**config.mk**
```make
export PLATFORM = sky130hd
export DESIGN_NAME = qcac_top
export DESIGN_NICKNAME = d
export VERILOG_FILES = /design/src/rtl/qcac_pkg.sv /design/src/rtl/qcac_pwm_timer.sv /design/src/rtl/qcac_top.sv
export SDC_FILE = /design/constraint.sdc
export NUM_CORES = 1
export LEC_CHECK = 0
export BUFFER_PORTS_ARGS = -buffer_cell sky130_fd_sc_hd__buf_4
export CORE_ASPECT_RATIO = 1.4
export CORE_MARGIN = 10
export CORE_UTILIZATION = 60
export CTS_CLUSTER_SIZE = 16
export DETAILED_ROUTE_END_ITERATION = 12
export HOLD_SLACK_MARGIN = 0.1
export PLACE_DENSITY = 0.81
export SLEW_MARGIN = 10
export SYNTH_ARGS = -nofsm -noshare
export SYNTH_HDL_FRONTEND = slang
export SYNTH_SLANG_ARGS = --single-unit
```
**constraint.sdc**
```tcl
create_clock -name I_CLK -period 44.6 [get_ports I_CLK]
set_input_delay 4.46 -clock I_CLK [delete_from_list [all_inputs] [get_ports I_CLK]]
set_output_delay 4.46 -clock I_CLK [all_outputs]
set_load 0.05 [all_outputs]
```
**src/rtl/qcac_pkg.sv**
```systemverilog
// Purpose: Shared constants for the quiet chopper amplitude configuration block
// Assumes: 125 MHz device clock, register word written and read through ports
// Notes: Field positions and reset values of the configuration word live here
`default_nettype none
package qcac_pkg;
    localparam logic [7:0] REG_OFFSET = 8'h70;
    localparam int OFS_LSB = 0;
    localparam int SLOPE_LSB = 8;
    localparam int FREQ_LSB = 16;
    localparam int AUTOSCALE_BIT = 18;
    localparam logic [7:0] OFS_RESET = 8'h24;
    localparam logic [7:0] SLOPE_RESET = 8'h00;
    localparam logic [1:0] FREQ_RESET = 2'h0;
    localparam logic AUTOSCALE_RESET = 1'b1;
    // PWM periods in clocks: 1024/2, 512/2, 410/2; code 01 alternates 342 and 341
    localparam logic [9:0] HALF_00 = 10'h200;
    localparam logic [9:0] HALF_01 = 10'h156;
    localparam logic [9:0] HALF_10 = 10'h100;
    localparam logic [9:0] HALF_11 = 10'h0CD;
    localparam logic [9:0] FULL_01 = 10'h2AB;
    localparam logic [7:0] AMP_MAX = 8'hFF;
    localparam logic [4:0] CS_FULL = 5'h1F;
    typedef enum logic [1:0] {FREQ_1024, FREQ_683, FREQ_512, FREQ_410} qcac_freq_type;
endpackage : qcac_pkg
`default_nettype wire

```
**src/rtl/qcac_pwm_timer.sv**
```systemverilog
// Purpose: PWM period timer producing one-cycle cycle-start pulses
// Assumes: Single clock; a shorter selector code cuts the running period when its count exceeds the new length
// Notes: 683 clocks hold two periods, so code 01 alternates 342 and 341 clocks
`default_nettype none
module qcac_pwm_timer (
    input wire logic i_clk,
    input wire logic i_rst_b,
    input wire logic [1:0] i_freq_sel,
    output logic o_period_start
);
    logic [9:0] cnt_ff;
    logic [9:0] nxt_cnt;
    logic start_ff;
    logic nxt_start;
    logic [9:0] period_len;
    logic [9:0] limit_len;
    logic odd_ff;
    logic nxt_odd;

    // Period length per selector code
    always_comb
    begin
        unique case (qcac_pkg::qcac_freq_type'(i_freq_sel))
            qcac_pkg::FREQ_1024: period_len = qcac_pkg::HALF_00 - 10'd1;
            qcac_pkg::FREQ_683: period_len = odd_ff ? qcac_pkg::HALF_01 - 10'd2 : qcac_pkg::HALF_01 - 10'd1;
            qcac_pkg::FREQ_512: period_len = qcac_pkg::HALF_10 - 10'd1;
            qcac_pkg::FREQ_410: period_len = qcac_pkg::HALF_11 - 10'd1;
        endcase
        // Longer of the two code 01 periods, so alternation never cuts a period
        limit_len = (i_freq_sel == 2'h1) ? qcac_pkg::HALF_01 - 10'd1 : period_len;
    end

    // Down counter; a shortened selector ends the period at once if the count exceeds the new length
    always_comb
    begin
        nxt_start = 1'b0;
        nxt_cnt = cnt_ff - 10'd1;
        nxt_odd = odd_ff;
        if (cnt_ff == 10'd0 || cnt_ff > limit_len)
        begin
            nxt_cnt = period_len;
            nxt_start = 1'b1;
            nxt_odd = ~odd_ff;
        end
    end

    always_ff @(posedge i_clk or negedge i_rst_b)
    begin
        if (!i_rst_b)
        begin
            cnt_ff <= 10'd0;
            start_ff <= 1'b0;
            odd_ff <= 1'b0;
        end
        else
        begin
            cnt_ff <= nxt_cnt;
            start_ff <= nxt_start;
            odd_ff <= nxt_odd;
        end
    end

    assign o_period_start = start_ff;
endmodule : qcac_pwm_timer
`default_nettype wire

```
**src/rtl/qcac_top.sv**
```systemverilog
// Purpose: Lower 19 bits of the quiet chopper PWM configuration word and amplitude path
// Assumes: Register writes/reads come as a strobe, 8-bit offset and 32-bit word
// Notes: Upper fields are held only to read back; regulation loop is outside
`default_nettype none
module qcac_top (
    input wire logic I_CLK,
    input wire logic I_RST_B,
    input wire logic I_WR_EN,
    input wire logic I_RD_EN,
    input wire logic [7:0] I_ADDR,
    input wire logic [31:0] I_WDATA,
    input wire logic I_OTP_VALID,
    input wire logic [7:0] I_OTP_SLOPE,
    input wire logic [19:0] I_STEP_INTERVAL,
    input wire logic [4:0] I_CS_ACTUAL,
    input wire logic [7:0] I_REG_AMPLITUDE,
    input wire logic [7:0] I_LOW_THRESHOLD,
    input wire logic [7:0] I_TUNED_SLOPE,
    input wire logic I_TUNE_DONE,
    output logic [31:0] O_RDATA,
    output logic O_RVALID,
    output logic O_AUTOSCALE,
    output logic [1:0] O_FREQ_SEL,
    output logic O_PERIOD_START,
    output logic [7:0] O_AMPLITUDE,
    output logic [7:0] O_SLOPE_READBACK
);
    // ------------------------------------------------------------
    // Configuration word
    // ------------------------------------------------------------
    logic [7:0] ofs_ff, nxt_ofs;
    logic [7:0] slope_ff, nxt_slope;
    logic [1:0] freq_ff, nxt_freq;
    logic auto_ff, nxt_auto;
    logic [12:0] upper_ff, nxt_upper;
    logic otp_done_ff, nxt_otp_done;
    logic [7:0] tuned_ff, nxt_tuned;
    logic hit;

    assign hit = (I_ADDR == qcac_pkg::REG_OFFSET);

    // Writes, one-shot OTP seed and tuned capture
    always_comb
    begin
        nxt_ofs = ofs_ff;
        nxt_slope = slope_ff;
        nxt_freq = freq_ff;
        nxt_auto = auto_ff;
        nxt_upper = upper_ff;
        nxt_otp_done = otp_done_ff;
        nxt_tuned = tuned_ff;
        if (!otp_done_ff && I_OTP_VALID)
        begin
            nxt_slope = I_OTP_SLOPE;
            nxt_tuned = I_OTP_SLOPE;
            nxt_otp_done = 1'b1;
        end
        if (I_WR_EN && hit)
        begin
            nxt_ofs = I_WDATA[qcac_pkg::OFS_LSB +: 8];
            nxt_slope = I_WDATA[qcac_pkg::SLOPE_LSB +: 8];
            nxt_freq = I_WDATA[qcac_pkg::FREQ_LSB +: 2];
            nxt_auto = I_WDATA[qcac_pkg::AUTOSCALE_BIT];
            nxt_upper = I_WDATA[31:19];
            nxt_tuned = I_WDATA[qcac_pkg::SLOPE_LSB +: 8];
        end
        // Tuning result wins over a same-cycle write so it is not lost
        if (I_TUNE_DONE && auto_ff)
        begin
            nxt_tuned = I_TUNED_SLOPE;
        end
    end

    always_ff @(posedge I_CLK or negedge I_RST_B)
    begin
        if (!I_RST_B)
        begin
            ofs_ff <= qcac_pkg::OFS_RESET;
            slope_ff <= qcac_pkg::SLOPE_RESET;
            freq_ff <= qcac_pkg::FREQ_RESET;
            auto_ff <= qcac_pkg::AUTOSCALE_RESET;
            upper_ff <= 13'h0000;
            otp_done_ff <= 1'b0;
            tuned_ff <= qcac_pkg::SLOPE_RESET;
        end
        else
        begin
            ofs_ff <= nxt_ofs;
            slope_ff <= nxt_slope;
            freq_ff <= nxt_freq;
            auto_ff <= nxt_auto;
            upper_ff <= nxt_upper;
            otp_done_ff <= nxt_otp_done;
            tuned_ff <= nxt_tuned;
        end
    end

    // ------------------------------------------------------------
    // Amplitude path
    // ------------------------------------------------------------
    logic [15:0] velocity_term;
    logic [12:0] base_ff_term;
    logic [16:0] ff_sum;
    logic [8:0] reg_sum;
    logic [7:0] nxt_amp, amp_ff;
    logic [15:0] slope_x256;

    // Divide is combinational; slow area trade for a single-cycle update
    always_comb
    begin
        slope_x256 = {slope_ff, 8'h00};
        if (I_STEP_INTERVAL == 20'h0_0000)
        begin
            velocity_term = 16'hFFFF; // Zero interval saturates
        end
        else
        begin
            velocity_term = 16'(20'(slope_x256) / I_STEP_INTERVAL);
        end
        base_ff_term = 13'((13'(ofs_ff) * (13'(I_CS_ACTUAL) + 13'd1)) >> 5);
        ff_sum = 17'(base_ff_term) + 17'(velocity_term);
        reg_sum = 9'(I_REG_AMPLITUDE) + 9'(velocity_term[7:0]);
        if (!auto_ff)
        begin
            nxt_amp = (ff_sum > 17'(qcac_pkg::AMP_MAX)) ? qcac_pkg::AMP_MAX : ff_sum[7:0];
        end
        else
        begin
            if (velocity_term > 16'(qcac_pkg::AMP_MAX) || reg_sum[8])
            begin
                nxt_amp = qcac_pkg::AMP_MAX;
            end
            else
            begin
                nxt_amp = reg_sum[7:0];
            end
            // Zero offset: regulated amplitude floors at the threshold
            if (ofs_ff == 8'h00 && nxt_amp < I_LOW_THRESHOLD)
            begin
                nxt_amp = I_LOW_THRESHOLD;
            end
            // Nonzero offset leaves low duty cycles untouched
        end
    end

    // Amplitude updates on PWM period boundaries only
    logic period_start;
    always_ff @(posedge I_CLK or negedge I_RST_B)
    begin
        if (!I_RST_B)
        begin
            amp_ff <= 8'h00;
        end
        else if (period_start)
        begin
            amp_ff <= nxt_amp;
        end
    end

    qcac_pwm_timer u_timer (
        .i_clk(I_CLK),
        .i_rst_b(I_RST_B),
        .i_freq_sel(freq_ff),
        .o_period_start(period_start)
    );

    // ------------------------------------------------------------
    // Read back
    // ------------------------------------------------------------
    logic [31:0] rdata_ff, nxt_rdata;
    logic rvalid_ff;
    logic pstart_ff;

    always_comb
    begin
        nxt_rdata = rdata_ff;
        if (I_RD_EN)
        begin
            nxt_rdata = hit ? {upper_ff, auto_ff, freq_ff, slope_ff, ofs_ff} : 32'h0000_0000;
        end
    end

    always_ff @(posedge I_CLK or negedge I_RST_B)
    begin
        if (!I_RST_B)
        begin
            rdata_ff <= 32'h0000_0000;
            rvalid_ff <= 1'b0;
            pstart_ff <= 1'b0;
        end
        else
        begin
            rdata_ff <= nxt_rdata;
            rvalid_ff <= I_RD_EN;
            pstart_ff <= period_start;
        end
    end

    assign O_RDATA = rdata_ff;
    assign O_RVALID = rvalid_ff;
    assign O_AUTOSCALE = auto_ff;
    assign O_FREQ_SEL = freq_ff;
    assign O_PERIOD_START = pstart_ff;
    assign O_AMPLITUDE = amp_ff;
    assign O_SLOPE_READBACK = tuned_ff;
endmodule : qcac_top
`default_nettype wire

```
Word level (Yosys, flattened, before mapping)
Cells that the tools add are included.
Widths: inputs -> output; s select.
{"block": "totals", "out_inout_bits": 53, "ff_bits": 95, "elab_cells": 57, "in_bits": 103}
{"block": "classes", "muxes": 15, "magnitude_cmp": 4, "bitwise_logic": 1, "reduce_logical": 13, "mul": 1, "add_sub_neg": 4, "eq_ne": 4, "div_mod_pow": 1}
{"cell": "$mux 8", "n": 8}
{"cell": "$pmux 10 s4", "n": 1}
{"cell": "$mux 32", "n": 1}
{"cell": "$div 16x20->20", "n": 1}
{"cell": "$logic_not 20->1", "n": 1}
{"cell": "$mux 10", "n": 2}
{"cell": "$add 8x16->17", "n": 1}
{"cell": "$gt 17x8->1 const B", "n": 1}
{"cell": "$gt 16x8->1 const B", "n": 1}
{"cell": "$mux 16", "n": 1}
{"cell": "$mul 8x6->13", "n": 1}
{"cell": "$gt 10x10->1", "n": 1}
{"cell": "$logic_not 10->1", "n": 1}
{"cell": "$sub 10x1->10 const B", "n": 1}
{"cell": "$add 8x8->9", "n": 1}
{"cell": "$eq 8x7->1 const B", "n": 1}
{"cell": "$logic_not 8->1", "n": 1}
{"cell": "$lt 8x8->1", "n": 1}
{"cell": "$add 5x1->6 const B", "n": 1}
{"cell": "$eq 2x2->1 const B", "n": 2}
{"cell": "$logic_and 1x1->1", "n": 4}
{"cell": "$reduce_bool 3->1", "n": 1}
{"cell": "$eq 2x1->1 const B", "n": 1}
{"cell": "$logic_not 2->1", "n": 1}
{"cell": "other kinds (5)", "n": 7}

Longest topological paths before layout
Gate-level depths: netlist of the first run.
{"block": "logic_depth", "word_depth": 10, "ltp_mapped": 185, "depth_no_buf": 167}

By module
Synthesis of the first run repeated with hierarchy kept, for this count alone.
{"block": "unflattened", "cells_unflattened": 2384, "hier_area_um2": 17918.4}
{"module": "qcac_top", "seq_area_each_um2": 2080.7, "area_each_um2": 17151.4, "cells_per_inst": 2310, "instances": 1}
{"module": "qcac_pwm_timer", "seq_area_each_um2": 300.3, "area_each_um2": 767.0, "cells_per_inst": 74, "instances": 1}

Worst setup path before layout of the first run
Ideal clock, no wire load.
{"block": "synth_path", "path_type": "input -> register", "from": "in I_STEP_INTERVAL[0]", "to": "reg amp_ff[0], in the netlist O_AMPLITUDE[0]", "setup_time_ps": 133, "arrival_time_ps": 40356, "required_time_ps": 44467, "cell_stages": 167, "path_buffers": 18, "setup_slack_ps": 4110, "cell_sequence": "clkbuf_1 > inv_1 > clkbuf_1 > ha_1 > o211ai_1 > a211oi_1 > a31oi_1 > nor2_1 > ha_1 > o21ai_0 > a22o_1 > nand2_1 > o22a_1 > nor2_1 > ha_1 > or2_2 > o2111a_1 > or4_1 > [131 not listed] > ha_1 > fa_1 > a21o_1 > a21oi_1 > o21ai_0 > a31oi_1 > nand4_1 > nor4_2 > nand2_1 > ha_1 > a21o_1 > a21oi_1 > o2111ai_1 > or3_1 > o21bai_1 > buf_2 > mux2i_1 > a21oi_1"}
{"block": "synth_between", "elab_chain_cells": 10, "word_cells_on_any_way": 15, "classes_between": "2 x add/sub; 1 x div; 3 x order compare; 6 x mux; 3 x reduce/logical"}
{"item": "start: declaration", "line_no": "qcac_top.sv:14", "text": "input wire logic [19:0] I_STEP_INTERVAL,"}
{"item": "$div 16x20->20 or $logic_not 20->1 (tied branches)", "line_no": "qcac_top.sv:118, qcac_top.sv:112"}
{"item": "$mux 16 *", "line_no": "qcac_top.sv:112", "text": "if (I_STEP_INTERVAL == 20'h0_0000)"}
{"item": "$gt 16x8->1 or $add 8x8->9 (tied branches)", "line_no": "qcac_top.sv:129, qcac_top.sv:122"}
{"item": "$logic_or 1x1->1", "line_no": "qcac_top.sv:129", "text": "if (velocity_term > 16'(qcac_pkg::AMP_MAX) || reg_sum[8])"}
{"item": "$mux 8", "line_no": "qcac_top.sv:129"}
{"item": "$mux 8", "line_no": "qcac_top.sv:123", "text": "if (!auto_ff)"}
{"item": "$lt 8x8->1", "line_no": "qcac_top.sv:138", "text": "if (ofs_ff == 8'h00 && nxt_amp < I_LOW_THRESHOLD)"}
{"item": "$logic_and 1x1->1", "line_no": "qcac_top.sv:138"}
{"item": "$mux 8", "line_no": "qcac_top.sv:138"}
{"item": "$mux 8 *", "line_no": "qcac_top.sv:123"}
{"item": "end signal: assignment", "line_no": "qcac_top.sv:156", "text": "amp_ff <= nxt_amp;"}
{"item": "end: declaration", "line_no": "qcac_top.sv:105", "text": "logic [7:0] nxt_amp, amp_ff;"}
Mark *: on every way between the ends. The rest lies on a longest branch, timed or not. The select of a mux whose other input is x is not followed.
A chain may end at the register's enable or synchronous reset.

Worst setup path after layout of the first run
{"block": "layout_path", "from": "in I_STEP_INTERVAL[14]", "to": "reg amp_ff[2], in the netlist O_AMPLITUDE[2]"}
The elaborated chain is that of the path after synthesis.

==> impl_metrics.py, run 1 <==
metrics = {
    "synth": {
        "synth_area_um2": 18000,
        "ys_ff_latch": 95,
        "synth.top_cell.area_share_pct": 17.6,
        "synthDominantAreaCellType": "ha_1",
        "yosysUniqueCellTypes": 92,
        "postSynth.asyncResetShare_pct": 100,
        "number_of_flops_mapped_to_enable_cells_by_yosys": 0,
        "ys_seq_area_share_pct": 13.2,
        "synthFlopType": "dfrtp_1",
        "yosys_warnings": 0,
        "synthTopCellsByArea": "ha_1, dfrtp_1, nand2_1, a21oi_1, xnor2_1",
        "syn_area_per_cell_um2": 7.37,
        "cell_count_after_synthesis": 2443,
    },
    "sta": {
        "min_period_ns": 42.28,
        "period_share_pct": 94.8,
        "clock-skew-final_ns": 0.00608,
        "grt_setup_unrepaired": "no",
        "highest_clock_rate_mhz": 23.6,
        "totalNegativeSetupSlack_ns": 0,
        "maxSlewHeadroom_pct": 23.8,
        "final_max_slew_viol_count": 0,
        "transition_time_at_the_pin_with_the_least_slew_margin_ns": 1.14,
        "final.hold.worst_slack_ns": 0.481,
        "setup_violating_endpoint_count_in_the_final_report": 0,
        "hold_viol_final": 0,
    },
    "finish": {
        "final.fill_count": 2509,
        "synthToLayoutAreaGrowth_pct": 15.7,
        "final-seq-area_um2": 2380,
        "ratio_of_cells_with_drive_above_1_in_the_final_layout_pct": 16.0,
        "finalInstanceArea_um2": 20800,
        "mostFrequentLayoutCells": "nand2_1, buf_4, ha_1, nor2_1, a21oi_1",
        "fin_nets": 3028,
        "num_antenna_cells": 0,
        "layout.cells.most_common": "nand2_1",
        "multi_input_combinational_cell_area_um2": 15000,
        "share_of_the_core_filled_with_cells_pct": 69.8,
    },
    "clock_tree": {
        "cts_max_level": 3,
        "clk_root_buffer_cell": "clkbuf_16",
        "clkTransAtPathRegs_ns": 0.07,
        "cts_tree": "built",
        "post_cts_hold_buffer_count": 0,
        "clk_path_buf_depth": 2,
        "clock_sinks": 95,
        "insertion_delay_ns": 0.37,
        "clock_buffers_created_by_tritoncts": 9,
    },
    "critical_path": {
        "critical_path.max_stage_delay_ns": 0.62,
        "critPathMostFrequentCell": "ha_1",
        "worst_r2r_startpoint": "slope_ff[7]",
        "criticalPathCategory": "in2reg",
        "critPathSlowestCell": "a2111o_2",
        "required_ns": 44.84,
        "worst-path-max-fanout": 19,
        "worstPathArrival_ns": 42.52,
        "reg2reg_depth": 146,
        "worst_setup_path_end_kind": "register",
        "setup.worst_path.start_class": "primary input",
        "cp-startpoint": "I_STEP_INTERVAL[14]",
    },
    "global_routing": {
        "track_usage_pct": 33.6,
        "globalRoute.totalOverflow": 0,
        "wire_length_of_the_first_global_routing_pass_mm": 103,
        "largest_net_degree_at_the_start_of_global_routing": 80,
        "vias_in_the_first_global_route": 19703,
        "antenna_found_initial": 0,
    },
    "placed_design": {
        "routability_congestion": 1.12,
        "dpl-instance-area_um2": 20200,
        "io_buffer_count": 155,
        "detailed_place_hpwl_mm": 52.4,
    },
    "power_and_ir_drop": {
        "static-leakage-power_nw": 10.3,
        "total_power_uw": 472,
        "peakVddDrop_mv": 0.0428,
        "power-per-cell-area_nw_per_um2": 22.6,
    },
    "route": {
        "drt_first_pass_iters": 5,
        "num_vias": 19896,
        "viasPerCell": 6.56,
        "first_iter_violations": 1700,
        "postRouteWirelength_mm": 66.2,
        "post_route_antenna_net_violation_count": 0,
        "wl_per_cell_um": 21.8,
        "remaining_drc_errors": 0,
    },
    "floorplanning": {
        "placementRows": 75,
        "ioPinCount": 156,
        "floorplan.die.width_um": 166,
        "die-area_um2": 37400,
        "die_h_um": 225,
        "design.core.area_um2": 29800,
        "initial_utilization_pct": 60.3,
    },
    "hold_path": {
        "worstHoldPathType": "reg2reg",
        "hold_path_startpoint": "upper_ff[0]",
        "timing.hold.worst_path_depth": 2,
    },
    "status": {
        "outcome": "finished, final reports clean",
    },
    "job": {
        "maxCapViolations": 0,
    },
}
[cells in the mapped netlist (27+ instances only)]
library cell  count
nand2_1         290
ha_1            254
nor2_1          207
a21oi_1         194
inv_1           153
o21ai_0         128
nand3_1          98
xnor2_1          93
dfrtp_1          92
nor3_1           71
clkbuf_1         69
a21o_1           60
xor2_1           55
o21a_1           46
mux2_2           33
mux2i_1          31
nand2b_1         31
o211ai_1         29
a31oi_1          28
and2_1           28
or3_1            28
o31ai_1          27
[metrics by stage]
stage	instances	setup WS, ns
floorplan	2446	4.11
global placement	3011	0.681
detailed placement	3011	-0.131
CTS	3027	0.0451
global route	3035	0.0149
finish	3035	2.32
[area by class of cell]
type                    instances  share of cell area, %
multi-input cells            2113                   72.1
flip-flops and latches         95                   11.4
repair buffers                272                   9.92
inverters                     154                   2.77
well taps                     385                   2.31
clock buffers                   9                   1.08
clock inverters                 7                  0.420
[power by group]
part           switching, mW  internal [mW]  total, mW
logic                  0.165          0.111      0.276
registers             0.0137         0.0996      0.113
clock network         0.0374         0.0447     0.0821
[critical path: cells and delay by family]
kind	cells	cell delay [ns]
simple gates	45	10.52
buf+inv	10	1.61
fa+ha+maj	20	6.47
mux	4	1.28
compound gates	79	18.07
[metal layers]
layer | vias up | share of wire [%] | GRT usage [%]
met4 | 0 | 7.7 | 23.4
met2 | 916 | 47 | 57.7
met3 | 300 | 7.4 | 4.83
li1 | 9347 | - | -
met5 | - | 0 | 0
met1 | 9333 | 38 | 37.6
[kinds of logic after synthesis]
kind of cell / synth area share [%]
xor gates and xnor gates: 7.20
and+or+nand+nor: 23.7
DFF: 13.2
other: 0.0208
muxes: 3.79
AOI/OAI and AO/OA: 26.5
buffers and inverters: 5.05
adders and majority gates: 20.5
[state kept, by name, summed over array words and instances (netlist names)]
name                    flops
u_timer.cnt_ff             10
O_RVALID                    1
O_FREQ_SEL                  2
u_timer.odd_ff              1
O_AUTOSCALE                 1
ofs_ff                      8
upper_ff                   13
u_timer.o_period_start      1
O_RDATA                    32
O_SLOPE_READBACK            8
O_PERIOD_START              1
O_AMPLITUDE                 8
slope_ff                    8
otp_done_ff                 1
[path summary, 6_finish.rpt]
path / end / slack (ns)
max: O_AMPLITUDE[2] / 2.32
min: upper_ff[0] / 0.48
max reg2reg: O_AMPLITUDE[2] / 8.43
min reg2reg: upper_ff[0] / 0.48
max in group asynchronous: O_RDATA[15] / 39.37
min in group asynchronous: upper_ff[11] / 3.96
[repair_timing]
| item | in CTS | in global routing |
|---|---|---|
| resized for setup | 0 | 58 |
| setup endpoints to repair | 0 | 8 |
| setup buffers | 0 | 8 |
(Power assumes the default switching activity.)
==> run 2, diff against run 1 <==
--- a/config.mk
+++ b/config.mk
@@ -19 +19,2 @@
 export SYNTH_SLANG_ARGS = --single-unit
+export TNS_END_PERCENT = 50
==> constraint.sdc (replaced) <==
create_clock -name I_CLK -period 44.6 [get_ports I_CLK]
set_input_delay 8.92 -clock I_CLK [delete_from_list [all_inputs] [get_ports I_CLK]]
set_output_delay 8.92 -clock I_CLK [all_outputs]
set_load 0.05 [all_outputs]
==> run 2 against run 1 <==
Effect of this change:
- routed wire length up 2.3%
- register-to-register slack improved by 2.7 ns
- utilization rose by 5.0 points
- maximum frequency fell by 3.1%
- via count rose by 3.7%
- sequential power barely moved
- critical path type unchanged
==> impl_metrics.py, run 2 (synthesized netlist as in run 1, its figures left out) <==
metrics = {
    "floorplanning": {
        "die_h_um": 225,
        "design.core.area_um2": 29800,
        "floorplan.die.width_um": 166,
        "initial_utilization_pct": 60.3,
        "placementRows": 75,
        "die-area_um2": 37400,
        "ioPinCount": 156,
    },
    "placed_design": {
        "pre_cts_ws_ns": -2.55,
        "io_buffer_count": 155,
        "detailed_place_hpwl_mm": 52.1,
        "routability_congestion": 1.11,
    },
    "power_and_ir_drop": {
        "power-per-cell-area_nw_per_um2": 21.9,
        "pwr-share-clk_pct": 16.6,
        "p_comb_share_pct": 60.3,
        "static-leakage-power_nw": 10.8,
        "internal_power_uw": 265,
        "seq_power_share_pct": 23.1,
        "total_power_uw": 489,
        "switching_power_uw": 224,
        "peakVddDrop_mv": 0.0485,
        "proportion_of_total_power_due_to_net_switching_pct": 45.9,
    },
    "sta": {
        "final_max_slew_viol_count": 0,
        "setup_violating_endpoint_count_in_the_final_report": 0,
        "setup_slack_ns": 0.958,
        "min_period_ns": 43.64,
        "totalNegativeSetupSlack_ns": 0,
        "transition_time_at_the_pin_with_the_least_slew_margin_ns": 1.23,
        "highest_clock_rate_mhz": 22.9,
        "hold_viol_final": 0,
        "period_share_pct": 97.9,
        "clock-skew-final_ns": 0.00760,
        "maxSlewHeadroom_pct": 18.1,
    },
    "hold_path": {
        "worstHoldEndpoint": "u_timer.odd_ff",
        "timing.hold.worst_path_depth": 1,
        "worstHoldPathType": "reg2reg",
        "hold_path_startpoint": "u_timer.odd_ff",
    },
    "critical_path": {
        "critical_path.max_stage_delay_ns": 0.51,
        "critPathMostFrequentCell": "ha_1",
        "cp_top_family": "compound AO/OA/AOI/OAI gates",
        "worstPathArrival_ns": 43.88,
        "worst_r2r_startpoint": "slope_ff[7]",
        "criticalPathCategory": "in2reg",
        "setup.worst_path.start_class": "primary input",
        "r2r-end": "O_AMPLITUDE[2]",
        "buffer_and_inverter_count_on_the_worst_path": 18,
        "r2r_setup_slack_ns": 11.11,
        "critPathSlowestCell": "xor2_1",
        "worst_setup_path_end_kind": "register",
        "required_ns": 44.84,
        "reg2reg_depth": 148,
        "worst-path-max-fanout": 12,
    },
    "route": {
        "remaining_drc_errors": 0,
        "first_iter_violations": 1569,
        "num_vias": 20639,
        "drt_first_pass_iters": 8,
        "post_route_antenna_net_violation_count": 0,
        "viasPerCell": 6.61,
        "wl_per_cell_um": 21.7,
        "postRouteWirelength_mm": 67.7,
    },
    "global_routing": {
        "globalRoute.totalOverflow": 0,
        "track_usage_pct": 33.4,
        "vias_in_the_first_global_route": 20177,
        "antenna_found_initial": 0,
        "wire_length_of_the_first_global_routing_pass_mm": 104,
        "largest_net_degree_at_the_start_of_global_routing": 72,
    },
    "finish": {
        "mostFrequentLayoutCells": "buf_4, nand2_1, ha_1, nor2_1, a21oi_1",
        "num_antenna_cells": 0,
        "final.fill_count": 2300,
        "fin_nets": 3114,
        "synthToLayoutAreaGrowth_pct": 24.0,
        "largest_register_ffs": 32,
        "final-seq-area_um2": 2380,
        "multi_input_combinational_cell_area_um2": 15900,
        "layout.cells.most_common": "buf_4",
        "ratio_of_cells_with_drive_above_1_in_the_final_layout_pct": 22.8,
    },
    "job": {
        "maxCapViolations": 0,
    },
    "clock_tree": {
        "clk_path_buf_depth": 2,
        "insertion_delay_ns": 0.36,
        "post_cts_hold_buffer_count": 0,
        "clkTransAtPathRegs_ns": 0.07,
        "clk_root_buffer_cell": "clkbuf_16",
        "cts_tree": "built",
        "clock_buffers_created_by_tritoncts": 9,
        "cts_max_level": 3,
        "clock_sinks": 95,
    },
    "status": {
        "outcome": "finished, final reports clean",
    },
}
## run 2: what timing repair did
| item | CTS | global route |
|---|---|---|
| endpoints found under the setup margin | 8 | 8 |
| buffers inserted | 13 | 62 |
| gates cloned | 0 | 2 |
| gates resized for setup | 41 | 192 |
| pin swaps | 10 | 78 |
## run 2: how the worst max path moves through the flow
stage	start	end	slack, ns	cells past startpoint
3_3_place_gp	I_STEP_INTERVAL[14]	O_AMPLITUDE[7]	-1.98	156
5_1_grt	I_STEP_INTERVAL[16]	O_AMPLITUDE[5]	-0.65	167
4_1_cts	I_STEP_INTERVAL[16]	O_AMPLITUDE[2]	0.04	154
2_1_floorplan	I_STEP_INTERVAL[0]	O_AMPLITUDE[0]	0.03	167
3_5_place_dp	I_STEP_INTERVAL[14]	O_AMPLITUDE[2]	-2.55	158
6_report	I_STEP_INTERVAL[16]	O_AMPLITUDE[2]	0.96	161
## run 2: power groups by stage
stage               Sequential [mW]  Clock, mW  Combinational, mW
finish                        0.113     0.0813              0.295
floorplan                     0.134          0              0.167
CTS                           0.112     0.0824              0.270
global route                  0.114     0.0848              0.317
global placement              0.113          0              0.259
detailed placement            0.114          0              0.265
## run 2: metrics by stage
step / util, % / hold WS [ns] / instance area (um2) / cells
finish: 74.8 / 0.474 / 22300 / 3121
global route: 74.8 / 0.478 / 22300 / 3121
CTS: 70.2 / 0.471 / 20900 / 3057
detailed placement: 68.1 / 0.458 / 20300 / 3028
global placement: 68.1 / 0.455 / 20300 / 3028
floorplan: - / 0.352 / 18100 / 2446
## run 2: final cells by class
type,count,share of cell area (%)
multi-input combinational,2114,71.0
clock buffer,10,1.03
sequential,95,10.7
inverter,154,2.59
tap,385,2.16
clock inverter,6,0.342
timing repair buffer,357,12.2
## run 2: layer usage
layer  vias to the layer above  global-route usage [%]  wire, um
met5                         -                       0         0
met4                         0                    24.0      5340
met3                       370                    5.32      5350
met2                      1045                    57.6     32300
met1                      9710                    36.7     24800
li1                       9514                       -         -
==> run 3, diff against run 2 <==
clock period = 45.5 ns   (was 44.6 ns; I/O delays follow)
==> run 3 against run 2 <==
Effect of this change:
- clock power fell by 7.5%
- sequential share of layout area rose by 0.40 points
- count of clock-buffer cells in the layout did not move
- power fell by 3.7%
- global-route usage rose by 1.7 points
- largest cell class unchanged
- critical path depth rose by 4
- hold slack improved by 0.0044 ns
- first-iteration DRC count rose by 30%
- critical path type unchanged
- routed wire length rose by 3.3%
==> impl_metrics.py, run 3 (synthesized netlist as in run 1, its figures left out) <==
metrics = {
    "power_and_ir_drop": {
        "switching_power_uw": 221,
        "total_power_uw": 471,
        "power-per-cell-area_nw_per_um2": 21.9,
        "peakVddDrop_mv": 0.0456,
        "proportion_of_total_power_due_to_net_switching_pct": 47.0,
        "seq_power_share_pct": 23.5,
        "static-leakage-power_nw": 10.6,
        "pwr-share-clk_pct": 16.0,
        "p_comb_share_pct": 60.5,
        "internal_power_uw": 249,
    },
    "finish": {
        "ratio_of_cells_with_drive_above_1_in_the_final_layout_pct": 19.6,
        "multi_input_combinational_cell_area_um2": 15500,
        "synthToLayoutAreaGrowth_pct": 19.5,
        "fin_nets": 3060,
        "largest_register_ffs": 32,
        "final.fill_count": 2446,
        "layout.cells.most_common": "buf_4",
        "final-seq-area_um2": 2380,
        "mostFrequentLayoutCells": "buf_4, nand2_1, ha_1, nor2_1, a21oi_1",
    },
    "job": {
        "maxCapViolations": 0,
    },
    "critical_path": {
        "setup.worst_path.start_class": "primary input",
        "critPathSlowestCell": "or4_1",
        "worst-path-max-fanout": 15,
        "buffer_and_inverter_count_on_the_worst_path": 22,
        "cp_top_family": "compound AO/OA/AOI/OAI gates",
        "worst_setup_path_end_kind": "register",
        "required_ns": 45.73,
        "critical_path.max_stage_delay_ns": 0.54,
        "criticalPathCategory": "in2reg",
        "worstPathArrival_ns": 44.70,
    },
    "clock_tree": {
        "insertion_delay_ns": 0.36,
        "clk_path_buf_depth": 2,
        "clk_root_buffer_cell": "clkbuf_16",
        "cts_tree": "built",
        "clock_sinks": 95,
        "cts_max_level": 3,
        "clkTransAtPathRegs_ns": 0.07,
        "clock_buffers_created_by_tritoncts": 9,
        "post_cts_hold_buffer_count": 0,
    },
    "sta": {
        "hold_viol_final": 0,
        "period_share_pct": 97.7,
        "totalNegativeSetupSlack_ns": 0,
        "min_period_ns": 44.47,
        "maxSlewHeadroom_pct": 17.4,
        "final_max_slew_viol_count": 0,
        "setup_violating_endpoint_count_in_the_final_report": 0,
        "highest_clock_rate_mhz": 22.5,
        "transition_time_at_the_pin_with_the_least_slew_margin_ns": 1.24,
        "clock-skew-final_ns": 0.00564,
        "setup_slack_ns": 1.03,
    },
    "floorplanning": {
        "die_h_um": 225,
        "ioPinCount": 156,
        "placementRows": 75,
        "die-area_um2": 37400,
        "floorplan.die.width_um": 166,
        "initial_utilization_pct": 60.3,
        "design.core.area_um2": 29800,
    },
    "placed_design": {
        "io_buffer_count": 155,
        "pre_cts_ws_ns": -1.61,
        "detailed_place_hpwl_mm": 54.1,
        "routability_congestion": 1.11,
    },
    "status": {
        "outcome": "finished, final reports clean",
    },
    "route": {
        "remaining_drc_errors": 0,
        "drt_first_pass_iters": 6,
        "post_route_antenna_net_violation_count": 0,
        "first_iter_violations": 2039,
        "postRouteWirelength_mm": 70.0,
        "wl_per_cell_um": 22.8,
        "num_vias": 20373,
        "viasPerCell": 6.64,
    },
    "global_routing": {
        "globalRoute.totalOverflow": 0,
        "largest_net_degree_at_the_start_of_global_routing": 80,
        "vias_in_the_first_global_route": 19850,
        "wire_length_of_the_first_global_routing_pass_mm": 107,
        "antenna_found_initial": 0,
        "track_usage_pct": 35.1,
    },
    "hold_path": {
        "worstHoldPathType": "reg2reg",
    },
}
==> run 3: timing repair <==
item	4_1_cts	5_1_grt
endpoints found under the hold margin	0	0
buffers inserted	2	31
pin swaps	2	30
setup endpoints to repair	8	8
gates cloned	0	1
resized for setup	26	138
==> run 3: metal layers <==
metal	global-route usage, %	part of all wire, %
met1	38.5	37
met2	59.7	47
met3	5.83	7.3
met4	27.1	9.1
met5	0	0
==> run 3: layout make-up <==
| class | instances | area share (%) |
|---|---|---|
| repair buffers | 304 | 10.8 |
| flip-flops and latches | 95 | 11.1 |
| inverters | 154 | 2.69 |
| clock inverters | 6 | 0.297 |
| diodes | 1 | 0.0116 |
| multi-input cells | 2113 | 71.8 |
| clock buffers | 10 | 1.06 |
| well taps | 385 | 2.24 |
==> run 3: worst min-delay path, stage by stage (launching register included) <==
cell,delay (ns)
dfrtp_1,0.34
nand2_1,0.05
nand2_1,0.05
==> run 3: worst paths after layout <==
kind,start,endpoint,slack [ns],depth (start not counted)
min in group asynchronous,I_RST_B,ofs_ff[1],8.59,1
min reg2reg,upper_ff[5],upper_ff[5],0.48,2
max,I_STEP_INTERVAL[16],O_AMPLITUDE[2],1.03,165
min,upper_ff[5],upper_ff[5],0.48,2
max reg2reg,slope_ff[7],O_AMPLITUDE[2],11.58,152
max in group asynchronous,I_RST_B,O_RDATA[13],35.63,2
==> run 3: per-stage QoR <==
stage / instances / util [%] / hold slack, ns / cell area [um2]
after floorplan: 2446 / - / 0.352 / 18000
after global placement: 3017 / 67.8 / 0.447 / 20200
after detailed placement: 3017 / 67.8 / 0.455 / 20200
after CTS: 3035 / 69.3 / 0.471 / 20700
after global routing: 3067 / 72.1 / 0.502 / 21500
final: 3068 / 72.1 / 0.478 / 21500
==> run 3: power by group through the flow <==
stage | combinational [mW] | clock, mW | sequential (mW)
after floorplan | 0.163 | 0 | 0.131
after global placement | 0.259 | 0 | 0.111
after detailed placement | 0.264 | 0 | 0.112
after CTS | 0.268 | 0.0763 | 0.110
after global routing | 0.306 | 0.0790 | 0.112
final | 0.285 | 0.0752 | 0.111
